**config.mk**
```make
export PLATFORM = sky130hd
export DESIGN_NAME = ifc_top
export DESIGN_NICKNAME = d
export VERILOG_FILES = /design/src/rtl/ifc_pkg.sv /design/src/rtl/ifc_top.sv /design/src/rtl/ifc_sync.sv /design/src/rtl/ifc_edge.sv
export SDC_FILE = /design/constraint.sdc
export NUM_CORES = 1
export LEC_CHECK = 0
export BUFFER_PORTS_ARGS = -buffer_cell sky130_fd_sc_hd__buf_2
export CORE_ASPECT_RATIO = 1.25
export CORE_UTILIZATION = 55
export CTS_CLUSTER_DIAMETER = 150
export CTS_CLUSTER_SIZE = 24
export DETAILED_ROUTE_END_ITERATION = 10
export GPL_TIMING_DRIVEN = 0
export HOLD_SLACK_MARGIN = 0.12
export PLACE_DENSITY = 0.78
export SLEW_MARGIN = 10
export SYNTH_ARGS = -nofsm -noshare
export SYNTH_HDL_FRONTEND = slang
export SYNTH_SLANG_ARGS = --single-unit
```
**constraint.sdc**
```tcl
create_clock -name I_CLK_SYS -period 3.6 [get_ports I_CLK_SYS]
set_input_delay 0.36 -clock I_CLK_SYS [delete_from_list [all_inputs] [get_ports I_CLK_SYS]]
set_output_delay 0.36 -clock I_CLK_SYS [all_outputs]
set_load 0.01 [all_outputs]
```
**src/rtl/ifc_pkg.sv**
```systemverilog
// Package: offsets, field positions, reset values and carriers for the flag collector
package ifc_pkg;
  localparam int unsigned ADDR_W = 8;
  localparam int unsigned DATA_W = 8;
  localparam int unsigned PIN_W = 32;
  localparam logic [7:0] ADR_FLAG = 8'h95;
  localparam logic [7:0] ADR_MASK = 8'hA0;
  localparam logic [7:0] ADR_CTRL = 8'hA1;
  localparam logic [7:0] ADR_WAKE0 = 8'hA4;
  localparam int unsigned BIT_LOW = 7;
  localparam int unsigned BIT_TKS = 5;
  localparam int unsigned BIT_CNV = 4;
  localparam int unsigned BIT_EL2 = 2;
  localparam int unsigned BIT_PCH = 1;
  localparam int unsigned BIT_LTO = 0;
  localparam int unsigned CTRL_TKS_START = 0;
  localparam int unsigned CTRL_CNV_START = 1;
  localparam int unsigned CTRL_EL2_EN = 2;
  localparam int unsigned CTRL_PCH_EN = 3;
  localparam logic [7:0] FLAG_IMPL = 8'hB7;
  localparam logic [7:0] FLAG_RST = 8'h00;
  localparam logic [7:0] MASK_RST = 8'h00;
  localparam logic [7:0] CTRL_RST = 8'h00;
  localparam logic [7:0] WAKE_RST = 8'h00;
  localparam logic [23:0] LTIMER_TOP = 24'hFF_FFFF;

  typedef struct packed {
    logic [ADDR_W-1:0] addr;
    logic [DATA_W-1:0] wdata;
    logic wr;
    logic rd;
  } ifc_bus_t;

  typedef struct packed {
    logic supply_low;
    logic tks_done;
    logic cnv_done;
    logic el2_fall;
    logic pin_change;
    logic lto_hit;
  } ifc_evt_t;
endpackage : ifc_pkg

```
**src/rtl/ifc_top.sv**
```systemverilog
// Interrupt flag collector: flag register, mask, control and wake enables
//
// Contract
// Supply monitor low report sets supply_low_flag, bit 7.
// Writing 7Fh to the flag register clears bit 7.
// Touch scan completion sets touch_scan_done_flag, bit 5.
// Writing DFh or setting touch_scan_start clears touch_scan_done_flag.
// Conversion completion sets conversion_done_flag, bit 4.
// Writing EFh or setting conversion_start clears conversion_done_flag.
// Falling edge on line 2 pin sets bit 2, enable ignored.
// Writing FBh clears ext_line2_edge_flag.
// Pin change on a wake-enabled pin sets pin_change_flag, bit 1.
// Pin change flag sets regardless of its interrupt enable.
// Writing FDh clears pin_change_flag.
// 24-bit timer reaching FFFFFFh sets bit 0.
// Writing FEh clears long_timer_overflow_flag.
// Vectoring to service clears bits 2, 1 and 0.
// Flag write clears only zero-written bits; ones leave flags unchanged.
//
// Local design decision: the strobed register port.
`timescale 1ns/1ps
`default_nettype none
module ifc_top
  import ifc_pkg::*;
#(
  parameter int unsigned PW = PIN_W
) (
  input wire logic I_CLK_SYS,
  input wire logic I_NRST,
  input wire logic [7:0] I_ADDR,
  input wire logic [7:0] I_WDATA,
  input wire logic I_WR,
  input wire logic I_RD,
  output logic [7:0] O_RDATA,
  input wire logic I_SUPPLY_LOW,
  input wire logic I_TKS_DONE,
  input wire logic I_CNV_DONE,
  input wire logic I_LINE2_PIN,
  input wire logic [PW-1:0] I_PORT_PINS,
  input wire logic [23:0] I_LTIMER,
  input wire logic I_ACK_EL2,
  input wire logic I_ACK_PCH,
  input wire logic I_ACK_LTO,
  output logic O_TKS_START,
  output logic O_CNV_START,
  output logic O_IRQ
);
  typedef struct packed {
    logic [7:0] flag;
    logic [7:0] mask;
    logic [7:0] ctrl;
    logic [PW-1:0] wake;
    logic [7:0] rdata;
    logic tks_start;
    logic cnv_start;
    logic irq;
  } ifc_top_st_t;

  ifc_top_st_t st_r, st_nxt;
  ifc_bus_t bus;
  ifc_evt_t evt;
  logic line2_s;
  logic supply_low_s;
  logic [PW-1:0] pins_s;
  logic [7:0] set_v;
  logic [7:0] clr_v;
  logic [7:0] irq_src;
  logic [7:0] rd_mux;
  logic flag_wr;
  logic el2_fall_w;
  logic pch_w;
  logic lto_w;

  localparam int unsigned NWAKE = PW / 8;

  assign bus = '{addr: I_ADDR, wdata: I_WDATA, wr: I_WR, rd: I_RD};

  // Pin and analog monitor levels come from outside the clock domain
  // Reset to idle levels: line and pins high, supply monitor low, so no event follows reset
  ifc_sync #(.W(PW + 2), .INIT({1'b1, 1'b0, {PW{1'b1}}})) u_sync (
    .i_clk(I_CLK_SYS),
    .i_nrst(I_NRST),
    .i_d({I_LINE2_PIN, I_SUPPLY_LOW, I_PORT_PINS}),
    .o_q({line2_s, supply_low_s, pins_s})
  );

  ifc_edge #(.PW(PW)) u_edge (
    .i_clk(I_CLK_SYS),
    .i_nrst(I_NRST),
    .i_line2(line2_s),
    .i_pins(pins_s),
    .i_wake_en(st_r.wake),
    .i_ltimer(I_LTIMER),
    .o_el2_fall(el2_fall_w),
    .o_pin_change(pch_w),
    .o_lto_hit(lto_w)
  );

  // One driver for the whole carrier; edge outputs land in plain nets first
  assign evt = '{supply_low: supply_low_s, tks_done: I_TKS_DONE, cnv_done: I_CNV_DONE,
                 el2_fall: el2_fall_w, pin_change: pch_w, lto_hit: lto_w};

  assign flag_wr = bus.wr && (bus.addr == ADR_FLAG);

  always_comb begin
    set_v = 8'h00;
    set_v[BIT_LOW] = evt.supply_low;
    set_v[BIT_TKS] = evt.tks_done;
    set_v[BIT_CNV] = evt.cnv_done;
    set_v[BIT_EL2] = evt.el2_fall;
    set_v[BIT_PCH] = evt.pin_change;
    set_v[BIT_LTO] = evt.lto_hit;
  end

  always_comb begin
    clr_v = 8'h00;
    if (flag_wr) begin
      // Zero bits clear, one bits leave the flag alone
      clr_v = ~bus.wdata;
    end
    if (st_r.tks_start) begin
      clr_v[BIT_TKS] = 1'b1;
    end
    if (st_r.cnv_start) begin
      clr_v[BIT_CNV] = 1'b1;
    end
    // Service entry acknowledges only the three auto-cleared flags
    clr_v[BIT_EL2] = clr_v[BIT_EL2] | I_ACK_EL2;
    clr_v[BIT_PCH] = clr_v[BIT_PCH] | I_ACK_PCH;
    clr_v[BIT_LTO] = clr_v[BIT_LTO] | I_ACK_LTO;
  end

  // Line 2 and pin change requests gated by their enables; flags are not
  always_comb begin
    irq_src = st_r.flag & st_r.mask;
    irq_src[BIT_EL2] = irq_src[BIT_EL2] & st_r.ctrl[CTRL_EL2_EN];
    irq_src[BIT_PCH] = irq_src[BIT_PCH] & st_r.ctrl[CTRL_PCH_EN];
  end

  always_comb begin
    rd_mux = 8'h00;
    case (bus.addr)
      ADR_FLAG: rd_mux = st_r.flag;
      ADR_MASK: rd_mux = st_r.mask;
      ADR_CTRL: rd_mux = st_r.ctrl;
      default: begin
        for (int k = 0; k < NWAKE; k++) begin
          if (bus.addr == ADR_WAKE0 + 8'(k)) begin
            rd_mux = st_r.wake[k*8 +: 8];
          end
        end
      end
    endcase
  end

  always_comb begin
    st_nxt = st_r;
    // Set wins over a clear in the same cycle
    st_nxt.flag = ((st_r.flag & ~clr_v) | set_v) & FLAG_IMPL;
    st_nxt.tks_start = 1'b0;
    st_nxt.cnv_start = 1'b0;
    st_nxt.rdata = bus.rd ? rd_mux : 8'h00;
    if (bus.wr) begin
      case (bus.addr)
        ADR_MASK: st_nxt.mask = bus.wdata & FLAG_IMPL;
        ADR_CTRL: begin
          // Start bits are self-clearing strobes
          st_nxt.ctrl = bus.wdata & 8'h0C;
          st_nxt.tks_start = bus.wdata[CTRL_TKS_START];
          st_nxt.cnv_start = bus.wdata[CTRL_CNV_START];
        end
        default: begin
          for (int k = 0; k < NWAKE; k++) begin
            if (bus.addr == ADR_WAKE0 + 8'(k)) begin
              st_nxt.wake[k*8 +: 8] = bus.wdata;
            end
          end
        end
      endcase
    end
    st_nxt.irq = |irq_src;
  end

  always_ff @(posedge I_CLK_SYS) begin
    if (!I_NRST) begin
      st_r <= '{flag: FLAG_RST, mask: MASK_RST, ctrl: CTRL_RST, wake: '0,
                rdata: 8'h00, tks_start: 1'b0, cnv_start: 1'b0, irq: 1'b0};
    end else begin
      st_r <= st_nxt;
    end
  end

  assign O_RDATA = st_r.rdata;
  assign O_TKS_START = st_r.tks_start;
  assign O_CNV_START = st_r.cnv_start;
  assign O_IRQ = st_r.irq;
endmodule // ifc_top
`default_nettype wire

```
**src/rtl/ifc_sync.sv**
```systemverilog
// Two-flop synchroniser bank for pin-side levels
`timescale 1ns/1ps
`default_nettype none
module ifc_sync
  import ifc_pkg::*;
#(
  parameter int unsigned W = 1,
  parameter logic [W-1:0] INIT = '1
) (
  input wire logic i_clk,
  input wire logic i_nrst,
  input wire logic [W-1:0] i_d,
  output logic [W-1:0] o_q
);
  typedef struct packed {
    logic [W-1:0] s1;
    logic [W-1:0] s2;
  } ifc_sync_st_t;
  ifc_sync_st_t st_r, st_nxt;

  always_comb begin
    st_nxt.s1 = i_d;
    st_nxt.s2 = st_r.s1;
  end

  // Pins idle high, so reset to INIT avoids a false edge after release
  always_ff @(posedge i_clk) begin
    if (!i_nrst) begin
      st_r <= {INIT, INIT};
    end else begin
      st_r <= st_nxt;
    end
  end

  assign o_q = st_r.s2;
endmodule // ifc_sync
`default_nettype wire

```
**src/rtl/ifc_edge.sv**
```systemverilog
// Event extraction: falling edge on line 2, enabled pin change, timer terminal count
`timescale 1ns/1ps
`default_nettype none
module ifc_edge
  import ifc_pkg::*;
#(
  parameter int unsigned PW = PIN_W
) (
  input wire logic i_clk,
  input wire logic i_nrst,
  input wire logic i_line2,
  input wire logic [PW-1:0] i_pins,
  input wire logic [PW-1:0] i_wake_en,
  input wire logic [23:0] i_ltimer,
  output logic o_el2_fall,
  output logic o_pin_change,
  output logic o_lto_hit
);
  typedef struct packed {
    logic line2;
    logic [PW-1:0] pins;
    logic at_top;
  } ifc_edge_st_t;
  ifc_edge_st_t st_r, st_nxt;

  always_comb begin
    st_nxt.line2 = i_line2;
    st_nxt.pins = i_pins;
    st_nxt.at_top = (i_ltimer == LTIMER_TOP);
  end

  always_ff @(posedge i_clk) begin
    if (!i_nrst) begin
      st_r <= '{line2: 1'b1, pins: '1, at_top: 1'b0};
    end else begin
      st_r <= st_nxt;
    end
  end

  // Enable line ignored here on purpose: flag sets regardless
  assign o_el2_fall = st_r.line2 & ~i_line2;
  // Only pins with wake enable contribute
  assign o_pin_change = |((st_r.pins ^ i_pins) & i_wake_en);
  // One pulse on arrival at the top count, not every cycle held there
  assign o_lto_hit = st_nxt.at_top & ~st_r.at_top;
endmodule // ifc_edge
`default_nettype wire

```
* Word-level counts from Yosys, hierarchy flattened
Index checks and enable logic that the tools add are counted.
** Storage, ports and cells
- Register bits after elaboration :: 161
- Input bits :: 83
- Output and inout bits :: 11
- Word-level logic and storage cells :: 62
** Cells by class
- Eq/ne operators :: 8
- Muxes and demuxes :: 8
- Bitwise gates (word level) :: 17
- Reduce and logical (&&, ||, !) cells :: 12
** Operators by type and width (count)
- == test 8 bit, second input constant :: 7
- 2-to-1 mux 8 bit :: 5
- AND 32 bit :: 1
- OR reduction 32 bit :: 1
- XOR 32 bit :: 1
- == test 24 bit, second input constant :: 1
- one-hot mux 8 bit (3 select lines) :: 1
- AND 8 bit :: 2
- inverter 8 bit :: 2
- AND reduction 3 bit :: 5
- bitwise OR 8 bit :: 1
- OR reduction 8 bit :: 1
- AND reduction 2 bit :: 3
- AND 1 bit :: 4
- inverter 1 bit :: 3
- bitwise OR 1 bit :: 3
- 2-to-1 mux 1 bit :: 2
- OR reduction 2 bit :: 1
- logical AND 1 bit :: 1

* Longest topological paths before layout
- Depth in word-level cells :: 7
- Depth in mapped cells :: 7
- Mapped depth without buffers :: 5

* Modules after synthesis
Synthesis repeated with hierarchy kept, for this count alone.
** Unflattened totals
- Cell total of the unflattened synthesis :: 588
- Area total of the unflattened synthesis :: 6144.6 um^2
** By module, submodules not included
- ifc_top :: instances 1, cells an instance 310, area each 2902.8 um^2, seq. area each 1141.1 um^2
- ifc_sync :: instances 1, cells an instance 143, area each 1840.5 um^2, seq. area each 1361.3 um^2
- ifc_edge :: instances 1, cells an instance 135, area each 1401.3 um^2, seq. area each 680.7 um^2

* Worst setup path before layout
OpenSTA, ideal clock, no wires.
- Path kind :: input port to flip-flop
- From :: input port I_ADDR[6]
- To :: register st_r[11] (netlist bit)
- Data arrival time :: 1573 ps
- Data required time :: 3472 ps
- Slack :: 1899 ps
- Stages :: 6
- Cell sequence :: and4bb_1 -> buf_6 -> nand2b_4 -> nor4_4 -> mux2i_1 -> nor2_1
** On the way
- Cells in the longest elaborated chain, start to end :: 4
- Elaborated cells on any way between the ends :: 6
- Classes of those cells :: 3 x eq/ne; 1 x bitwise; 2 x reduce/logical
** RTL lines
- start: declaration :: line ifc_top.sv:30 : input wire logic [7:0] I_ADDR,
- == test 8 bit :: line ifc_top.sv:164 : case (bus.addr)
- OR reduction 2 bit (no line)
- inverter 1 bit (no line)
- AND reduction 3 bit (no line) (*)
- end signal: assignment :: line ifc_top.sv:186 : st_r <= '{flag: FLAG_RST, mask: MASK_RST, ctrl: CTRL_RST, wake: '0,
- end signal: assignment :: line ifc_top.sv:189 : st_r <= st_nxt;
- end: declaration :: line ifc_top.sv:59 : ifc_top_st_t st_r, st_nxt;
Mark *: on every way between the ends. The rest lies on a longest branch, timed or not.
A chain may end at the register's enable or synchronous reset.

* Worst setup path after layout
- From :: input port I_NRST
- To :: register st_r[16] (netlist bit)
** RTL lines
- start: declaration :: line ifc_top.sv:29 : input wire logic I_NRST,
No word-level cell between the ends.

==> results list <==
* Proportion of synthesized flip-flops having asynchronous set or reset: 0%
* Cell count after placement: around 760
- Measured along the y axis, the die boundary spans 116 um.
- After detailed routing, the number of remaining DRC violations is 0.
- Number of cells traversed by the worst hold path: 2
- The largest individual stage delay along the critical path comes from the cell sky130_fd_sc_hd__buf_1.
- Share of the core filled with cells in the final layout: 71.5%
* Post-synth design cell area: 5700 um2
* Synth Instances: 534
- Initial core utilization: 56.4%
* Launching point of the worst reg2reg path: u_sync.o_q[30]
- Cells with a size suffix above 1 make up between 20% and 30% of the layout.
* Via count of the first global-routing pass: 4341
- Floorplan die area: 10800 um2
* Storage element area: 3180 um2
- After synthesis, the netlist uses 46 different library cells.
- Measured against its own limit, the worst slew margin works out to 43.3%.
- Register area share after synthesis: between 50% and 60%
- The worst-case IR drop observed on VDD is 424 uV.
- After routing, the total negative slack on setup checks comes to 0 ns.
* Data arrival at the endpoint of the critical path: approximately 2.2 ns
- In this run the static leakage power is approximately 3.0 nW.
* Number of nets in the synthesized netlist: 617
- The H-tree generated during clock tree synthesis spans 4 levels.
- For this run, the leading register cell type out of synthesis is sky130_fd_sc_hd__dfxtp_1.
* Skew final: 0.00478 ns
- The worst path uses 50.8% of the clock period.
- Longest individual stage delay on the worst path: approximately 0.63 ns
- After clock tree synthesis, the clock-pin slew on the worst setup and hold paths is around 0.060 ns.
- Ant diodes: 0
- In the final design database the tool counted 757 nets.
- Setup violations remaining at the end of the flow were counted as 0.
* Length of the first detailed-routing pass in iterations: 6
- In the final routed layout, each cell accounts on average for 15.5 um.
* Detailed Route Iter0 Violations: 234
- The tree built by TritonCTS fans out to around 160 sinks.
- Total power: between 3 and 4 mW
- The tool flagged a number of max-cap violations equal to 0.
- Wire length of the first global-routing pass: around 21000 um
- Summed over all layers, the routed wires come to 12700 um.
- After detailed routing, the number of vias per cell comes to 5.27.
- Count of standard-cell rows: 41
- The hold violation count in the final report is 0.
* Path class of the lowest-slack min-delay path: in -> reg
* Startpoint types: input port
* Total power density per cell area: 534 nW/um2
* Clock buffer count from CTS: 17
- The critical path is of the in -> reg type.
- Latest clock arrival within the worst-skew pair: about 0.42 ns
- For flop-to-flop paths, the worst setup slack is 2.38 ns.
- TritonCTS clock tree: built
- After synthesis the netlist holds a flip-flop and latch count of around 160.
- The multi-input combinational cells in the finished layout cover a total of 2330 um2.
* Most Frequent Cell on Critical Path: sky130_fd_sc_hd__clkbuf_1
- Total GRT Usage: approximately 26%
- The synthesized design contains 0 enable-type register cells.
- During synthesis, Yosys emitted a total of 0 warnings.
* Beginning of the critical path: I_NRST
* Detailed-placement wirelength estimate: 8950 um
* RSZ-0062 raised after global routing: false
- Overflow left after global routing: 0
* Area growth syn-to-layout: 26.8%
* Routed Antenna Nets: 0
- The floorplan step defined a core boundary enclosing 10100 um2.
- Number of cells on the worst reg-to-reg path: 5
* Time the worst path needs with I/O delays and setup: between 1.5 and 2 ns
* Mean area per synthesized cell: 10.7 um2
- Routability cong.: a little over 0.9
- During placement, the flow inserted port buffers numbering 92.
- Largest net degree at the start of global routing: 17
* Fillers: 745
* Non-filler instance count after layout: 816
- After clock tree synthesis, the setup repair step added 0 buffers.
* Horizontal die dimension: 93.1 um
- Reg2Reg Capture Point: st_r[60]
- At the pin with the least slew margin, the transition time is 0.843 ns.
- Cells along the critical path: clkbuf_1 > buf_1 > inv_2 > clkbuf_1 > nor2_1
- Deepest clock path buffer count: 2
- CTS root buf: sky130_fd_sc_hd__clkbuf_16
* Timing-limited maximum frequency: 0.547 GHz
* Outcome: complete, no violations
* Critical path capture point: st_r[16]
- The final route contains approximately 4300 vias.
- Required time of the critical path: 3.95 ns
- Top-Level Pins: 94
- Number of max-slew violations in the final report: 0
* Worst-path fanout max: 10
- The initial antenna violation count came to 0.
- CP endpoint kind: register
==> cells in the mapped netlist, types with 2 or more instances <==
library cell | instances | area [um2]
sky130_fd_sc_hd__nor2_1 | 45 | 169
sky130_fd_sc_hd__a31oi_1 | 3 | 18.8
sky130_fd_sc_hd__a21oi_1 | 5 | 25.0
sky130_fd_sc_hd__mux2i_1 | 41 | 410
sky130_fd_sc_hd__inv_1 | 6 | 22.5
sky130_fd_sc_hd__nand3_1 | 7 | 35.0
sky130_fd_sc_hd__a222oi_1 | 5 | 50.1
sky130_fd_sc_hd__nor3_1 | 3 | 15.0
sky130_fd_sc_hd__a22oi_1 | 22 | 165
sky130_fd_sc_hd__and3_1 | 3 | 18.8
sky130_fd_sc_hd__and2_1 | 3 | 18.8
sky130_fd_sc_hd__nor3b_1 | 2 | 15.0
sky130_fd_sc_hd__o21ai_0 | 11 | 55.1
sky130_fd_sc_hd__o211ai_1 | 2 | 15.0
sky130_fd_sc_hd__nor4_1 | 2 | 12.5
sky130_fd_sc_hd__nand4_1 | 9 | 56.3
sky130_fd_sc_hd__clkbuf_1 | 18 | 67.6
sky130_fd_sc_hd__and4b_1 | 2 | 20.0
sky130_fd_sc_hd__nand2_1 | 6 | 22.5
sky130_fd_sc_hd__o22ai_1 | 5 | 31.3
sky130_fd_sc_hd__nand2b_1 | 101 | 632
sky130_fd_sc_hd__dfxtp_1 | 159 | 3180
sky130_fd_sc_hd__o32ai_1 | 2 | 17.5
sky130_fd_sc_hd__o21a_1 | 5 | 37.5
sky130_fd_sc_hd__nor2b_1 | 4 | 25.0
sky130_fd_sc_hd__buf_2 | 4 | 20.0
sky130_fd_sc_hd__buf_4 | 8 | 60.1
sky130_fd_sc_hd__nor4_2 | 2 | 25.0
sky130_fd_sc_hd__xor2_1 | 32 | 280
==> power breakdown <==
part           internal (mW)  switching [mW]
clock network           1.14           0.693
logic                  0.101           0.101
registers               1.81          0.0203
==> placed cells by master, fill, tap and decap left out, types with 2 or more instances in the layout <==
cell and n:
sky130_fd_sc_hd__a222oi_1 5, sky130_fd_sc_hd__o22ai_1 5, sky130_fd_sc_hd__a22oi_1 22, sky130_fd_sc_hd__nor3_1 3, sky130_fd_sc_hd__inv_6 4, sky130_fd_sc_hd__nor4_2 2
sky130_fd_sc_hd__nand4_1 9, sky130_fd_sc_hd__o32ai_1 2, sky130_fd_sc_hd__and2_1 3, sky130_fd_sc_hd__clkbuf_8 2, sky130_fd_sc_hd__o211ai_1 2, sky130_fd_sc_hd__inv_1 6
sky130_fd_sc_hd__nand2b_1 101, sky130_fd_sc_hd__nor4_1 2, sky130_fd_sc_hd__o21a_1 5, sky130_fd_sc_hd__buf_2 96, sky130_fd_sc_hd__clkbuf_1 20, sky130_fd_sc_hd__bufinv_16 3
sky130_fd_sc_hd__mux2i_1 41, sky130_fd_sc_hd__xor2_1 32, sky130_fd_sc_hd__nand3_1 7, sky130_fd_sc_hd__nor2b_1 4, sky130_fd_sc_hd__and4b_1 2, sky130_fd_sc_hd__clkinvlp_4 2
sky130_fd_sc_hd__nor2_1 45, sky130_fd_sc_hd__a31oi_1 3, sky130_fd_sc_hd__nand2_1 6, sky130_fd_sc_hd__clkbuf_16 17, sky130_fd_sc_hd__o21ai_0 11, sky130_fd_sc_hd__a21oi_1 5
sky130_fd_sc_hd__nor3b_1 2, sky130_fd_sc_hd__dfxtp_1 159, sky130_fd_sc_hd__and3_1 3, sky130_fd_sc_hd__dlygate4sd3_1 29, sky130_fd_sc_hd__buf_4 8
==> critical path, delay by kind of cell <==
family | cells | cell delay, ns
and+or+nand+nor | 1 | 0.19
buffers and inverters | 4 | 1.62
==> worst min path at each step <==
stage	startpoint	end	slack (ns)
floorplan	u_sync.st_nxt[0]	u_sync.o_q[0]	0.39
global placement	u_sync.st_nxt[24]	u_sync.o_q[24]	0.39
detailed placement	u_sync.st_nxt[20]	u_sync.o_q[20]	0.39
CTS	I_PORT_PINS[0]	u_sync.st_nxt[0]	0.12
global route	I_PORT_PINS[0]	u_sync.st_nxt[0]	0.13
finish	I_PORT_PINS[15]	u_sync.st_nxt[15]	0.13
==> per-stage QoR <==
step                instance area [um2]  hold slack, ns  worst slack [ns]
finish                             7230           0.131              1.77
global route                       7230           0.128              1.63
CTS                                7230           0.124              1.80
detailed placement                 6320           0.392              1.37
global placement                   6320           0.391              1.45
floorplan                          5700           0.386              1.90
==> sequential cells by signal, indices dropped and copies added (netlist names) <==
register,cells
u_edge.st_r,34
O_CNV_START,1
O_IRQ,1
u_sync.st_nxt,34
st_r,46
O_TKS_START,1
O_RDATA,8
u_sync.o_q,34
==> final cells by class <==
type                    count  area share (%)
repair buffers            121            10.4
plain buffers              32            2.25
inverters                   7           0.364
clock inverters            11            2.13
flip-flops and latches    159            44.0
clock buffers              21            6.37
multi-input cells         336            32.2
well taps                 129            2.23
==> metal layers <==
metal / vias up / GRT usage (%) / wire length [um]
met3: 39 / 7.09 / 699
met2: 166 / 45.4 / 6440
met4: 0 / 14.7 / 520
met5: - / 0 / 0
li1: 2093 / - / -
met1: 2000 / 27.4 / 5000
==> kinds of logic after synthesis <==
| group | count (synthesis) | share of synthesized area (%) |
|---|---|---|
| and+or+nand+nor | 197 | 20.5 |
| DFF | 159 | 55.8 |
| AOI/OAI and AO/OA | 66 | 8.23 |
| muxes | 41 | 7.20 |
| buffers and inverters | 39 | 3.31 |
| xor gates and xnor gates | 32 | 4.92 |
==> repair_timing <==
item | in CTS | in global routing
endpoints found under the setup margin | 0 | 0
resized for setup | 0 | 0
hold endpoints to repair | 29 | 0
hold buffers | 29 | 0
Note: power is estimated with default switching activity, not from simulation.
